===== src/core/touch_cdc_regs.svh =====
// offsets, field positions, reset values and timing counts of the touch controller registers
`ifndef TOUCH_CDC_REGS_SVH
`define TOUCH_CDC_REGS_SVH
`define OFS_POWER_CONTROL   10'h000
`define OFS_STAGE_CAL       10'h001
`define RST_POWER_CONTROL   16'h0000
`define RST_STAGE_CAL       16'h0000
`define POWER_WRITE_MASK    16'hdbff
`define BUS_ADDR_UPPER      5'h0b
`define F_MODE_HI           1
`define F_MODE_LO           0
`define F_SLEEP_HI          3
`define F_SLEEP_LO          2
`define F_STAGES_HI         7
`define F_STAGES_LO         4
`define F_DECIM_HI          9
`define F_DECIM_LO          8
`define F_SOFT_RESET        10
`define F_IRQ_LEVEL         11
`define F_EXCITE_OFF        12
`define F_BIAS_HI           15
`define F_BIAS_LO           14
`define F_CAL_EN_HI         7
`define F_CAL_EN_LO         0
`define F_ACT_SKIP_HI       13
`define F_ACT_SKIP_LO       12
`define F_SLP_SKIP_HI       15
`define F_SLP_SKIP_LO       14
`define CLK_PERIOD_NS       8
`define FULL_PERIOD_MS      36
`define SLEEP_STEP_MS       200
`define NS_PER_MS           1000000
`endif


===== src/core/touch_cdc_pkg.sv =====
// types shared by the touch controller configuration block
package touch_cdc_pkg;
	typedef enum logic [1:0] {
		MODE_FULL   = 2'b00,
		MODE_OFF_A  = 2'b01,
		MODE_SLEEP  = 2'b10,
		MODE_OFF_B  = 2'b11
	} power_state_type;

	typedef enum logic [2:0] {
		BUS_IDLE = 3'b000,
		BUS_RX   = 3'b001,
		BUS_ACK  = 3'b010,
		BUS_TX   = 3'b011,
		BUS_MACK = 3'b100
	} bus_state_type;

	typedef struct packed {
		logic       active;
		logic       low_power;
		logic [4:0] stage_count;
		logic [8:0] decimation;
		logic [1:0] bias_code;
		logic       excite_en;
		logic [7:0] cal_en;
		logic [4:0] active_skip;
		logic [1:0] sleep_skip;
	} cdc_config_type;
endpackage


===== src/core/touch_cdc_power_cal_regs.sv =====
// power control and stage calibration registers behind a two-wire serial slave
`timescale 1ns/1ps
`include "touch_cdc_regs.svh"

module touch_cdc_power_cal_regs #(
	parameter int unsigned FULL_PERIOD_CYCLES = `FULL_PERIOD_MS * `NS_PER_MS / `CLK_PERIOD_NS,
	parameter int unsigned SLEEP_STEP_CYCLES  = `SLEEP_STEP_MS * `NS_PER_MS / `CLK_PERIOD_NS
) (
	input  wire logic                  core_clk,
	input  wire logic                  nrst,
	input  wire logic                  scl_i,
	input  wire logic                  sda_i,
	output logic                       sda_o,
	output logic                       sda_oe,
	input  wire logic                  irq_event,
	output logic                       irq_pin,
	output logic                       seq_start,
	output touch_cdc_pkg::cdc_config_type cfg
);
	import touch_cdc_pkg::*;
	// ***************************************************
	// pin synchronisers and bus conditions
	// ***************************************************
	logic          scl_meta, scl_sync, scl_prev;
	logic          sda_meta, sda_sync, sda_prev;
	logic          scl_rise, scl_fall, start_cond, stop_cond;
	always_ff @(posedge core_clk or negedge nrst) begin
		if (!nrst) begin
			scl_meta <= 1'b1;
			scl_sync <= 1'b1;
			scl_prev <= 1'b1;
			sda_meta <= 1'b1;
			sda_sync <= 1'b1;
			sda_prev <= 1'b1;
		end else begin
			scl_meta <= scl_i;
			scl_sync <= scl_meta;
			scl_prev <= scl_sync;
			sda_meta <= sda_i;
			sda_sync <= sda_meta;
			sda_prev <= sda_sync;
		end
	end

	assign scl_rise   = scl_sync && !scl_prev;
	assign scl_fall   = !scl_sync && scl_prev;
	assign start_cond = scl_sync && scl_prev && sda_prev && !sda_sync;
	assign stop_cond  = scl_sync && scl_prev && !sda_prev && sda_sync;
	assign sda_o      = 1'b0;
	// ***************************************************
	// serial slave
	// ***************************************************
	bus_state_type state_reg;
	logic [3:0]    bit_cnt_reg;
	logic [2:0]    byte_idx_reg;
	logic [7:0]    shift_reg;
	logic [7:0]    tx_reg;
	logic          tx_low_reg;
	logic          read_reg;
	logic [1:0]    ptr_hi_reg;
	logic [9:0]    ptr_reg;
	logic [7:0]    data_hi_reg;
	logic          wr_valid_reg;
	logic [9:0]    wr_addr_reg;
	logic [15:0]   wr_data_reg;
	logic [15:0]   power_reg;
	logic [15:0]   cal_reg;
	logic [15:0]   rd_cur;

	function automatic logic [15:0] read_word(input logic [9:0] addr);
		if (addr == `OFS_POWER_CONTROL)
			return power_reg;
		else if (addr == `OFS_STAGE_CAL)
			return cal_reg;
		else
			return 16'h0000;
	endfunction
	assign rd_cur = read_word(ptr_reg);

	// unmapped offsets read zero and swallow writes
	always_ff @(posedge core_clk or negedge nrst) begin
		if (!nrst) begin
			state_reg    <= BUS_IDLE;
			bit_cnt_reg  <= 4'h0;
			byte_idx_reg <= 3'h0;
			shift_reg    <= 8'h00;
			tx_reg       <= 8'h00;
			tx_low_reg   <= 1'b0;
			read_reg     <= 1'b0;
			ptr_hi_reg   <= 2'h0;
			ptr_reg      <= 10'h000;
			data_hi_reg  <= 8'h00;
			wr_valid_reg <= 1'b0;
			wr_addr_reg  <= 10'h000;
			wr_data_reg  <= 16'h0000;
			sda_oe       <= 1'b0;
		end else begin
			wr_valid_reg <= 1'b0;
			if (start_cond) begin
				state_reg    <= BUS_RX;
				bit_cnt_reg  <= 4'h0;
				byte_idx_reg <= 3'h0;
				sda_oe       <= 1'b0;
			end else if (stop_cond) begin
				state_reg <= BUS_IDLE;
				sda_oe    <= 1'b0;
			end else begin
				case (state_reg)
				BUS_RX: begin
					if (scl_rise && bit_cnt_reg != 4'h8) begin
						shift_reg   <= {shift_reg[6:0], sda_sync};
						bit_cnt_reg <= bit_cnt_reg + 4'h1;
					end else if (scl_fall && bit_cnt_reg == 4'h8) begin
						bit_cnt_reg <= 4'h0;
						if (byte_idx_reg == 3'h0 && shift_reg[7:3] != `BUS_ADDR_UPPER) begin
							state_reg <= BUS_IDLE;
						end else begin
							state_reg <= BUS_ACK;
							sda_oe    <= 1'b1;
							case (byte_idx_reg)
							3'h0: begin
								read_reg     <= shift_reg[0];
								tx_low_reg   <= 1'b0;
								byte_idx_reg <= 3'h1;
							end
							3'h1: begin
								ptr_hi_reg   <= shift_reg[1:0];
								byte_idx_reg <= 3'h2;
							end
							3'h2: begin
								ptr_reg      <= {ptr_hi_reg, shift_reg};
								byte_idx_reg <= 3'h3;
							end
							3'h3: begin
								data_hi_reg  <= shift_reg;
								byte_idx_reg <= 3'h4;
							end
							default: begin
								wr_valid_reg <= 1'b1;
								wr_addr_reg  <= ptr_reg;
								wr_data_reg  <= {data_hi_reg, shift_reg};
								ptr_reg      <= ptr_reg + 10'h001;
								byte_idx_reg <= 3'h3;
							end
							endcase
						end
					end
				end
				BUS_ACK: begin
					if (scl_fall) begin
						if (read_reg) begin
							state_reg <= BUS_TX;
							tx_reg    <= rd_cur[15:8];
							sda_oe    <= !rd_cur[15];
						end else begin
							state_reg <= BUS_RX;
							sda_oe    <= 1'b0;
						end
					end
				end
				BUS_TX: begin
					if (scl_fall) begin
						if (bit_cnt_reg == 4'h7) begin
							state_reg   <= BUS_MACK;
							bit_cnt_reg <= 4'h0;
							sda_oe      <= 1'b0;
						end else begin
							tx_reg      <= {tx_reg[6:0], 1'b0};
							sda_oe      <= !tx_reg[6];
							bit_cnt_reg <= bit_cnt_reg + 4'h1;
						end
					end
				end
				BUS_MACK: begin
					if (scl_rise && sda_sync) begin
						state_reg <= BUS_IDLE;
					end else if (scl_fall) begin
						state_reg  <= BUS_TX;
						tx_low_reg <= !tx_low_reg;
						if (!tx_low_reg) begin
							tx_reg  <= rd_cur[7:0];
							sda_oe  <= !rd_cur[7];
							ptr_reg <= ptr_reg + 10'h001;
						end else begin
							tx_reg  <= rd_cur[15:8];
							sda_oe  <= !rd_cur[15];
						end
					end
				end
				default: begin
					sda_oe <= 1'b0;
				end
				endcase
			end
		end
	end
	// ***************************************************
	// register file
	// ***************************************************
	// soft reset wins over the rest of the word, so the bit never stores
	always_ff @(posedge core_clk or negedge nrst) begin
		if (!nrst) begin
			power_reg <= `RST_POWER_CONTROL;
			cal_reg   <= `RST_STAGE_CAL;
		end else if (wr_valid_reg) begin
			if (wr_addr_reg == `OFS_POWER_CONTROL) begin
				if (wr_data_reg[`F_SOFT_RESET]) begin
					power_reg <= `RST_POWER_CONTROL;
					cal_reg   <= `RST_STAGE_CAL;
				end else begin
					power_reg <= wr_data_reg & `POWER_WRITE_MASK;
				end
			end else if (wr_addr_reg == `OFS_STAGE_CAL) begin
				cal_reg <= wr_data_reg;
			end
		end
	end
	// ***************************************************
	// decoded configuration and sequence timer
	// ***************************************************
	power_state_type mode;
	logic [31:0]     period;
	logic [31:0]     timer_reg;

	assign mode   = power_state_type'(power_reg[`F_MODE_HI:`F_MODE_LO]);
	assign period = (mode == MODE_SLEEP) ?
		32'(SLEEP_STEP_CYCLES * (32'(power_reg[`F_SLEEP_HI:`F_SLEEP_LO]) + 32'd1)) :
		32'(FULL_PERIOD_CYCLES);

	always_ff @(posedge core_clk or negedge nrst) begin
		if (!nrst) begin
			cfg <= '0;
		end else begin
			cfg.active      <= (mode == MODE_FULL) || (mode == MODE_SLEEP);
			cfg.low_power   <= (mode == MODE_SLEEP);
			cfg.stage_count <= {1'b0, power_reg[`F_STAGES_HI:`F_STAGES_LO]} + 5'h01;
			case (power_reg[`F_DECIM_HI:`F_DECIM_LO])
			2'b00:   cfg.decimation <= 9'h100;
			2'b01:   cfg.decimation <= 9'h080;
			default: cfg.decimation <= 9'h040;
			endcase
			cfg.bias_code   <= power_reg[`F_BIAS_HI:`F_BIAS_LO];
			cfg.excite_en   <= !power_reg[`F_EXCITE_OFF];
			cfg.cal_en      <= cal_reg[`F_CAL_EN_HI:`F_CAL_EN_LO];
			cfg.active_skip <= (5'h04 << cal_reg[`F_ACT_SKIP_HI:`F_ACT_SKIP_LO]) - 5'h01;
			cfg.sleep_skip  <= cal_reg[`F_SLP_SKIP_HI:`F_SLP_SKIP_LO];
		end
	end
	// a shortened interval fires and restarts from zero at once if the count is already past its end, rather than waiting out the old one
	always_ff @(posedge core_clk or negedge nrst) begin
		if (!nrst) begin
			timer_reg <= 32'h0000_0000;
			seq_start <= 1'b0;
		end else if (mode == MODE_OFF_A || mode == MODE_OFF_B) begin
			timer_reg <= 32'h0000_0000;
			seq_start <= 1'b0;
		end else if (timer_reg >= period - 32'd1) begin
			timer_reg <= 32'h0000_0000;
			seq_start <= 1'b1;
		end else begin
			timer_reg <= timer_reg + 32'd1;
			seq_start <= 1'b0;
		end
	end
	always_ff @(posedge core_clk or negedge nrst) begin
		if (!nrst) begin
			irq_pin <= 1'b1;
		end else begin
			irq_pin <= irq_event ~^ power_reg[`F_IRQ_LEVEL];
		end
	end
endmodule


===== config.mk =====
export PLATFORM = sky130hd
export DESIGN_NAME = touch_cdc_power_cal_regs
export DESIGN_NICKNAME = d
export VERILOG_FILES = /design/src/core/touch_cdc_pkg.sv /design/src/core/touch_cdc_power_cal_regs.sv
export VERILOG_INCLUDE_DIRS = /design/src /design/src/core
export SDC_FILE = /design/constraint.sdc
export NUM_CORES = 1
export LEC_CHECK = 0
export BUFFER_PORTS_ARGS = -buffer_cell sky130_fd_sc_hd__clkbuf_2
export CAP_MARGIN = 20
export CORE_MARGIN = 2
export CORE_UTILIZATION = 62
export DETAILED_ROUTE_END_ITERATION = 12
export GPL_ROUTABILITY_DRIVEN = 1
export PLACE_DENSITY = 0.8
export SETUP_SLACK_MARGIN = 0.5
export SYNTH_ARGS = -nofsm -noshare
export SYNTH_HDL_FRONTEND = slang
export SYNTH_SLANG_ARGS = --single-unit

===== constraint.sdc =====
create_clock -name core_clk -period 4.5 [get_ports core_clk]
set_input_delay 1.35 -clock core_clk [delete_from_list [all_inputs] [get_ports core_clk]]
set_output_delay 1.35 -clock core_clk [all_outputs]
set_load 0.1 [all_outputs]

After elaboration in Yosys (flattened, before gate mapping) --
Index checks and enable logic that the tools add are counted.
Word-level totals: word-level logic and storage cells 225, register bits 181, output and inout port bits 38, input bits 5
Operators by class: $add $sub $neg 7, equality and inequality tests 44, multipliers 1, mux-type cells 81, reductions and logical operators 50, shift-type cells 1, magnitude comparators 1, bitwise operators 6
Operators by type and width (count):
- two-way mux 16 bit | 6
- two-way mux 32 bit | 2
- two-way mux 10 bit | 6
- two-way mux 7 bit | 7
- two-way mux 3 bit | 15
- AND reduction 7 bit | 6
- inequality test 4 bit, second input constant | 10
- one-hot mux 10 bit (2 select lines) | 2
- adder 32 x 1 -> 32 bit, second input constant | 1
- >= comparator 32 bit | 1
- inequality test 2 bit, second input constant | 16
- subtractor 28 x 1 -> 29 bit, second input constant | 1
- two-way mux 28 bit | 1
- two-way mux 1 bit | 27
- two-way mux 4 bit | 6
- multiplier 19 x 3 -> 22 bit, first input constant | 1
- one-hot mux 7 bit (3 select lines) | 1
- equality test 10 x 1 -> 1 bit, second input constant | 2
- zero test 10 bit | 2
- one-hot mux 9 bit (2 select lines) | 1
- AND reduction 9 bit | 2
- equality test 3 x 2 -> 1 bit, second input constant | 4
- one-hot mux 3 bit (4 select lines) | 1
- logical AND 1 bit | 11
- other kinds (36) | 59

Depth between registers and ports, before layout --
depth after elaboration 10, depth in mapped cells 15, gate-level depth less buffers 13

Least setup slack after synthesis --
No wires, ideal clock.
path type reg-to-reg, start register power_reg[2], end register timer_reg[24], buffers on the path 3, path slack 1114 ps, clock period less this slack 3386 ps, cell stages (with the launch flop) 15, setup time 101 ps, data required time 4399 ps, data arrival time 3286 ps, cell sequence dfrtp_1 -> buf_2 -> inv_1 -> ha_1 -> inv_1 -> ha_1 -> clkbuf_1 -> a2111oi_0 -> or3_1 -> ha_1 -> a21oi_1 -> a21oi_1 -> a311o_1 -> clkbuf_1 -> nor4_1
Between the ends: cells in the longest elaborated chain, start to end 7
RTL lines:
- start, declared | line touch_cdc_power_cal_regs.sv:66 | logic [15:0] power_reg;
- start signal, assigned | line touch_cdc_power_cal_regs.sv:203 | power_reg <= `RST_POWER_CONTROL;
- start signal, assigned | line touch_cdc_power_cal_regs.sv:208 | power_reg <= `RST_POWER_CONTROL;
- start signal, assigned | line touch_cdc_power_cal_regs.sv:211 | power_reg <= wr_data_reg & `POWER_WRITE_MASK;
- adder 2 x 1 -> 3 bit | line touch_cdc_power_cal_regs.sv:227 | 32'(SLEEP_STEP_CYCLES * (32'(power_reg[`F_SLEEP_HI:`F_SLEEP_LO]) + 32'd1)) :
- multiplier 19 x 3 -> 22 bit | line touch_cdc_power_cal_regs.sv:227
- two-way mux 28 bit | line touch_cdc_power_cal_regs.sv:226 | assign period = (mode == MODE_SLEEP) ?
- subtractor 28 x 1 -> 29 bit | line touch_cdc_power_cal_regs.sv:257 | end else if (timer_reg >= period - 32'd1) begin
- >= comparator 32 bit | line touch_cdc_power_cal_regs.sv:257
- two-way mux 32 bit | line touch_cdc_power_cal_regs.sv:257
- two-way mux 32 bit | line touch_cdc_power_cal_regs.sv:254 | end else if (mode == MODE_OFF_A || mode == MODE_OFF_B) begin
- end signal, assigned | line touch_cdc_power_cal_regs.sv:261 | timer_reg <= timer_reg + 32'd1;
- end, declared | line touch_cdc_power_cal_regs.sv:223 | logic [31:0] timer_reg;
Every way passes these cells. A chain may end at the register's enable or synchronous reset.

Final worst setup path --
start register power_reg[2], end register timer_reg[22]
Same word-level chain as after synthesis.

==> qor.yml <==
outcome: "completed"
start_kind: "flop"
dieArea_sq_um: 15340
largest_register_ffs: 32
hold_violations: 0
path_class: "reg -> reg"
clk_path_buf_depth: 2
drv_slew: 0
dpl_worst_slack_ns: 0.6078
place_area_sq_um: 9193
syn_inst: 851
synth_area_sq_um: 8909
worst-path-max-fanout: 26
place_congestion: 0.8907
clk_latency_ns: 0.43
relSlewSlack_pct: 27.40
drive_above_1_share_pct: 17.02
fin_crit_ns: 3.838
place.port_buffers: 35
yosysUniqueCellTypes: 71
postCtsHoldBufs: 0
synth.avg_cell_area_sq_um: 10.47
whs_path_depth: 0
async_reset_ff_share_pct: 100.0
end_kind: "flop"
seq_area_sq_um: 4314
grt_pass1_vias: 6447
fin_area_sq_um: 9769
reg2reg_depth: 12
syn2layout_area_growth_pct: 9.663
clk_pin_slew_worst_paths_ns: 0.07
wl_per_cell_microns: 18.30
cts_tree: "done"
fmax_ghz: 0.2606
antenna_found_initial: 0
worstReg2RegStart: "power_reg[2]$_DFFE_PN0P_"
cts-buffers-inserted: 17
htreeDepth: 4
synth-seq-cells: 172
grt_max_degree: 100
post_drt_via_cell_ratio: 6.398
rr_endpoint: "timer_reg[22]$_DFF_PN0_"
arrival_ns: 4.14
numClockSinks: 172
place_hpwl_microns: 13430
post-route-drc-count: 0
grt_overflow: 0
final_cells: 1067
min_to: "sda_sync$_DFF_PN1_"
multiInputGateArea_sq_um: 4300
ys.flop_type: "dfrtp_1"
ys_seq_area_share_pct: 48.41
cts_setup_buffers: 0
synth_edf_count: 0
fp.coreArea_sq_um: 13930
drt_iter0_drc: 651
power.leakage_nw: 4.426
nFillCells: 963
max_slew.worst_pin.slew_ns: 1.087
regToRegSetupSlack_ns: 0.66
startpoint: "power_reg[2]$_DFFE_PN0P_"
die_h_microns: 123.9
grt_usage_pct: 26.87
p_per_area_nw_per_um2: 412.5
route.vias.total: 6827
post_cts_resized: 0
die_width_microns: 123.9
skew_ns: 0.008085
worstHoldStart: "sda_meta$_DFF_PN1_"
antenna_cells: 0
num_rows: 43
setup_viol_count_final: 0
grt_pass1_wl_microns: 32000
ios: 43
start_util_pct: 63.93
maxCapViolations: 0
ir_drop_mv: 0.3549
final_common_cell: "dfrtp_1"
whs_ns: 0.3587
fin_nets: 923
totalWireLength_microns: 19530
placed_cells: 1035
worstPathRequired_ns: 4.80
dr.pass1.iters: 5
final_cell_mix: "164 x dfrtp_1, 63 x nand2_1, 47 x mux2_2, 46 x o21ai_0"
postRouteAntennaNets: 0
hold_class: "reg -> reg"
fin_ws_ns: 0.6620
grt_setup_unrepaired: "no"
ys_warn_count: 0
cts_root_buf: "clkbuf_16"
finalSetupTns_ns: 0
post-route-period-util_pct: 85.29
-- through the flow --
| step | util, % | power, mW |
|---|---|---|
| after CTS | 70.05 | 4.032 |
| after detailed placement | 65.97 | 2.644 |
| final | 70.11 | 4.030 |
| after floorplan | - | 2.413 |
| after global placement | 65.86 | 2.587 |
| after global routing | 70.11 | 4.206 |
-- how the worst max path moves through the flow --
stage	to	slack (ns)	depth (start not counted)
finish	timer_reg[22]$_DFF_PN0_	0.66	12
global route	timer_reg[4]$_DFF_PN0_	0.48	12
CTS	timer_reg[19]$_DFF_PN0_	0.58	12
detailed placement	timer_reg[22]$_DFF_PN0_	0.61	12
global placement	seq_start$_DFF_PN0_	0.58	11
floorplan	timer_reg[24]$_DFF_PN0_	1.11	14
-- power by group --
part	internal, mW	leakage, nW	switching (mW)
logic	0.274	1.83	0.442
registers	1.69	2.32	0.226
clock network	0.743	0.280	0.652
total	2.71	4.43	1.32
-- worst max-delay path, cell delays in order (launching register included) --
cell and delay, ns:
dfrtp_2 0.52, inv_1 0.17, ha_1 0.42, xnor2_2 0.24
ha_1 0.26, a2111oi_0 0.11, or3_1 0.37, ha_1 0.32
a21oi_1 0.16, a21oi_1 0.08, a311o_1 0.46, buf_8 0.23
nor4_1 0.37
-- kinds of logic after synthesis --
group	after synthesis	synth area share (%)
buf+inv	77	3.862
compound gates	153	11.60
simple gates	308	19.09
other cells	2	0.08430
xor+xnor	40	3.933
mux	55	6.840
fa+ha+maj	44	6.180
flops	172	48.41
-- synth_stat cells, types with 10 or more instances --
cell,count,share of area (%)
xor2_1,11,1.1
dfrtp_1,165,46
nor3_1,16,0.90
nor2_1,38,1.6
mux2_2,47,5.9
nand4_1,16,1.1
a21oi_1,21,1.2
inv_1,26,1.1
xnor2_1,29,2.9
nor4_1,44,3.1
buf_4,10,0.84
clkbuf_1,26,1.1
nand2b_1,23,1.6
ha_1,44,6.2
buf_2,12,0.67
nand2_1,63,2.7
a22oi_1,13,1.1
nand3_1,43,2.4
o21ai_0,46,2.6
-- cell type report --
| cell class | count | area share, % |
|---|---|---|
| Multi-Input combinational cell | 612 | 44.02 |
| Sequential cell | 172 | 44.16 |
| Tap cell | 180 | 2.305 |
| Clock inverter | 14 | 1.319 |
| Timing Repair Buffer | 45 | 2.702 |
| Inverter | 26 | 0.9990 |
| Clock buffer | 18 | 4.495 |
-- per-layer routing --
layer | vias up | global-route usage [%] | wire (microns)
met3 | 41 | 4.899 | 1185
met2 | 285 | 42.31 | 9344
met1 | 3378 | 36.77 | 8476
li1 | 3123 | - | -
met4 | 0 | 11.43 | 524
met5 | - | 0 | 0
Note: power is estimated with default switching activity, not from simulation.
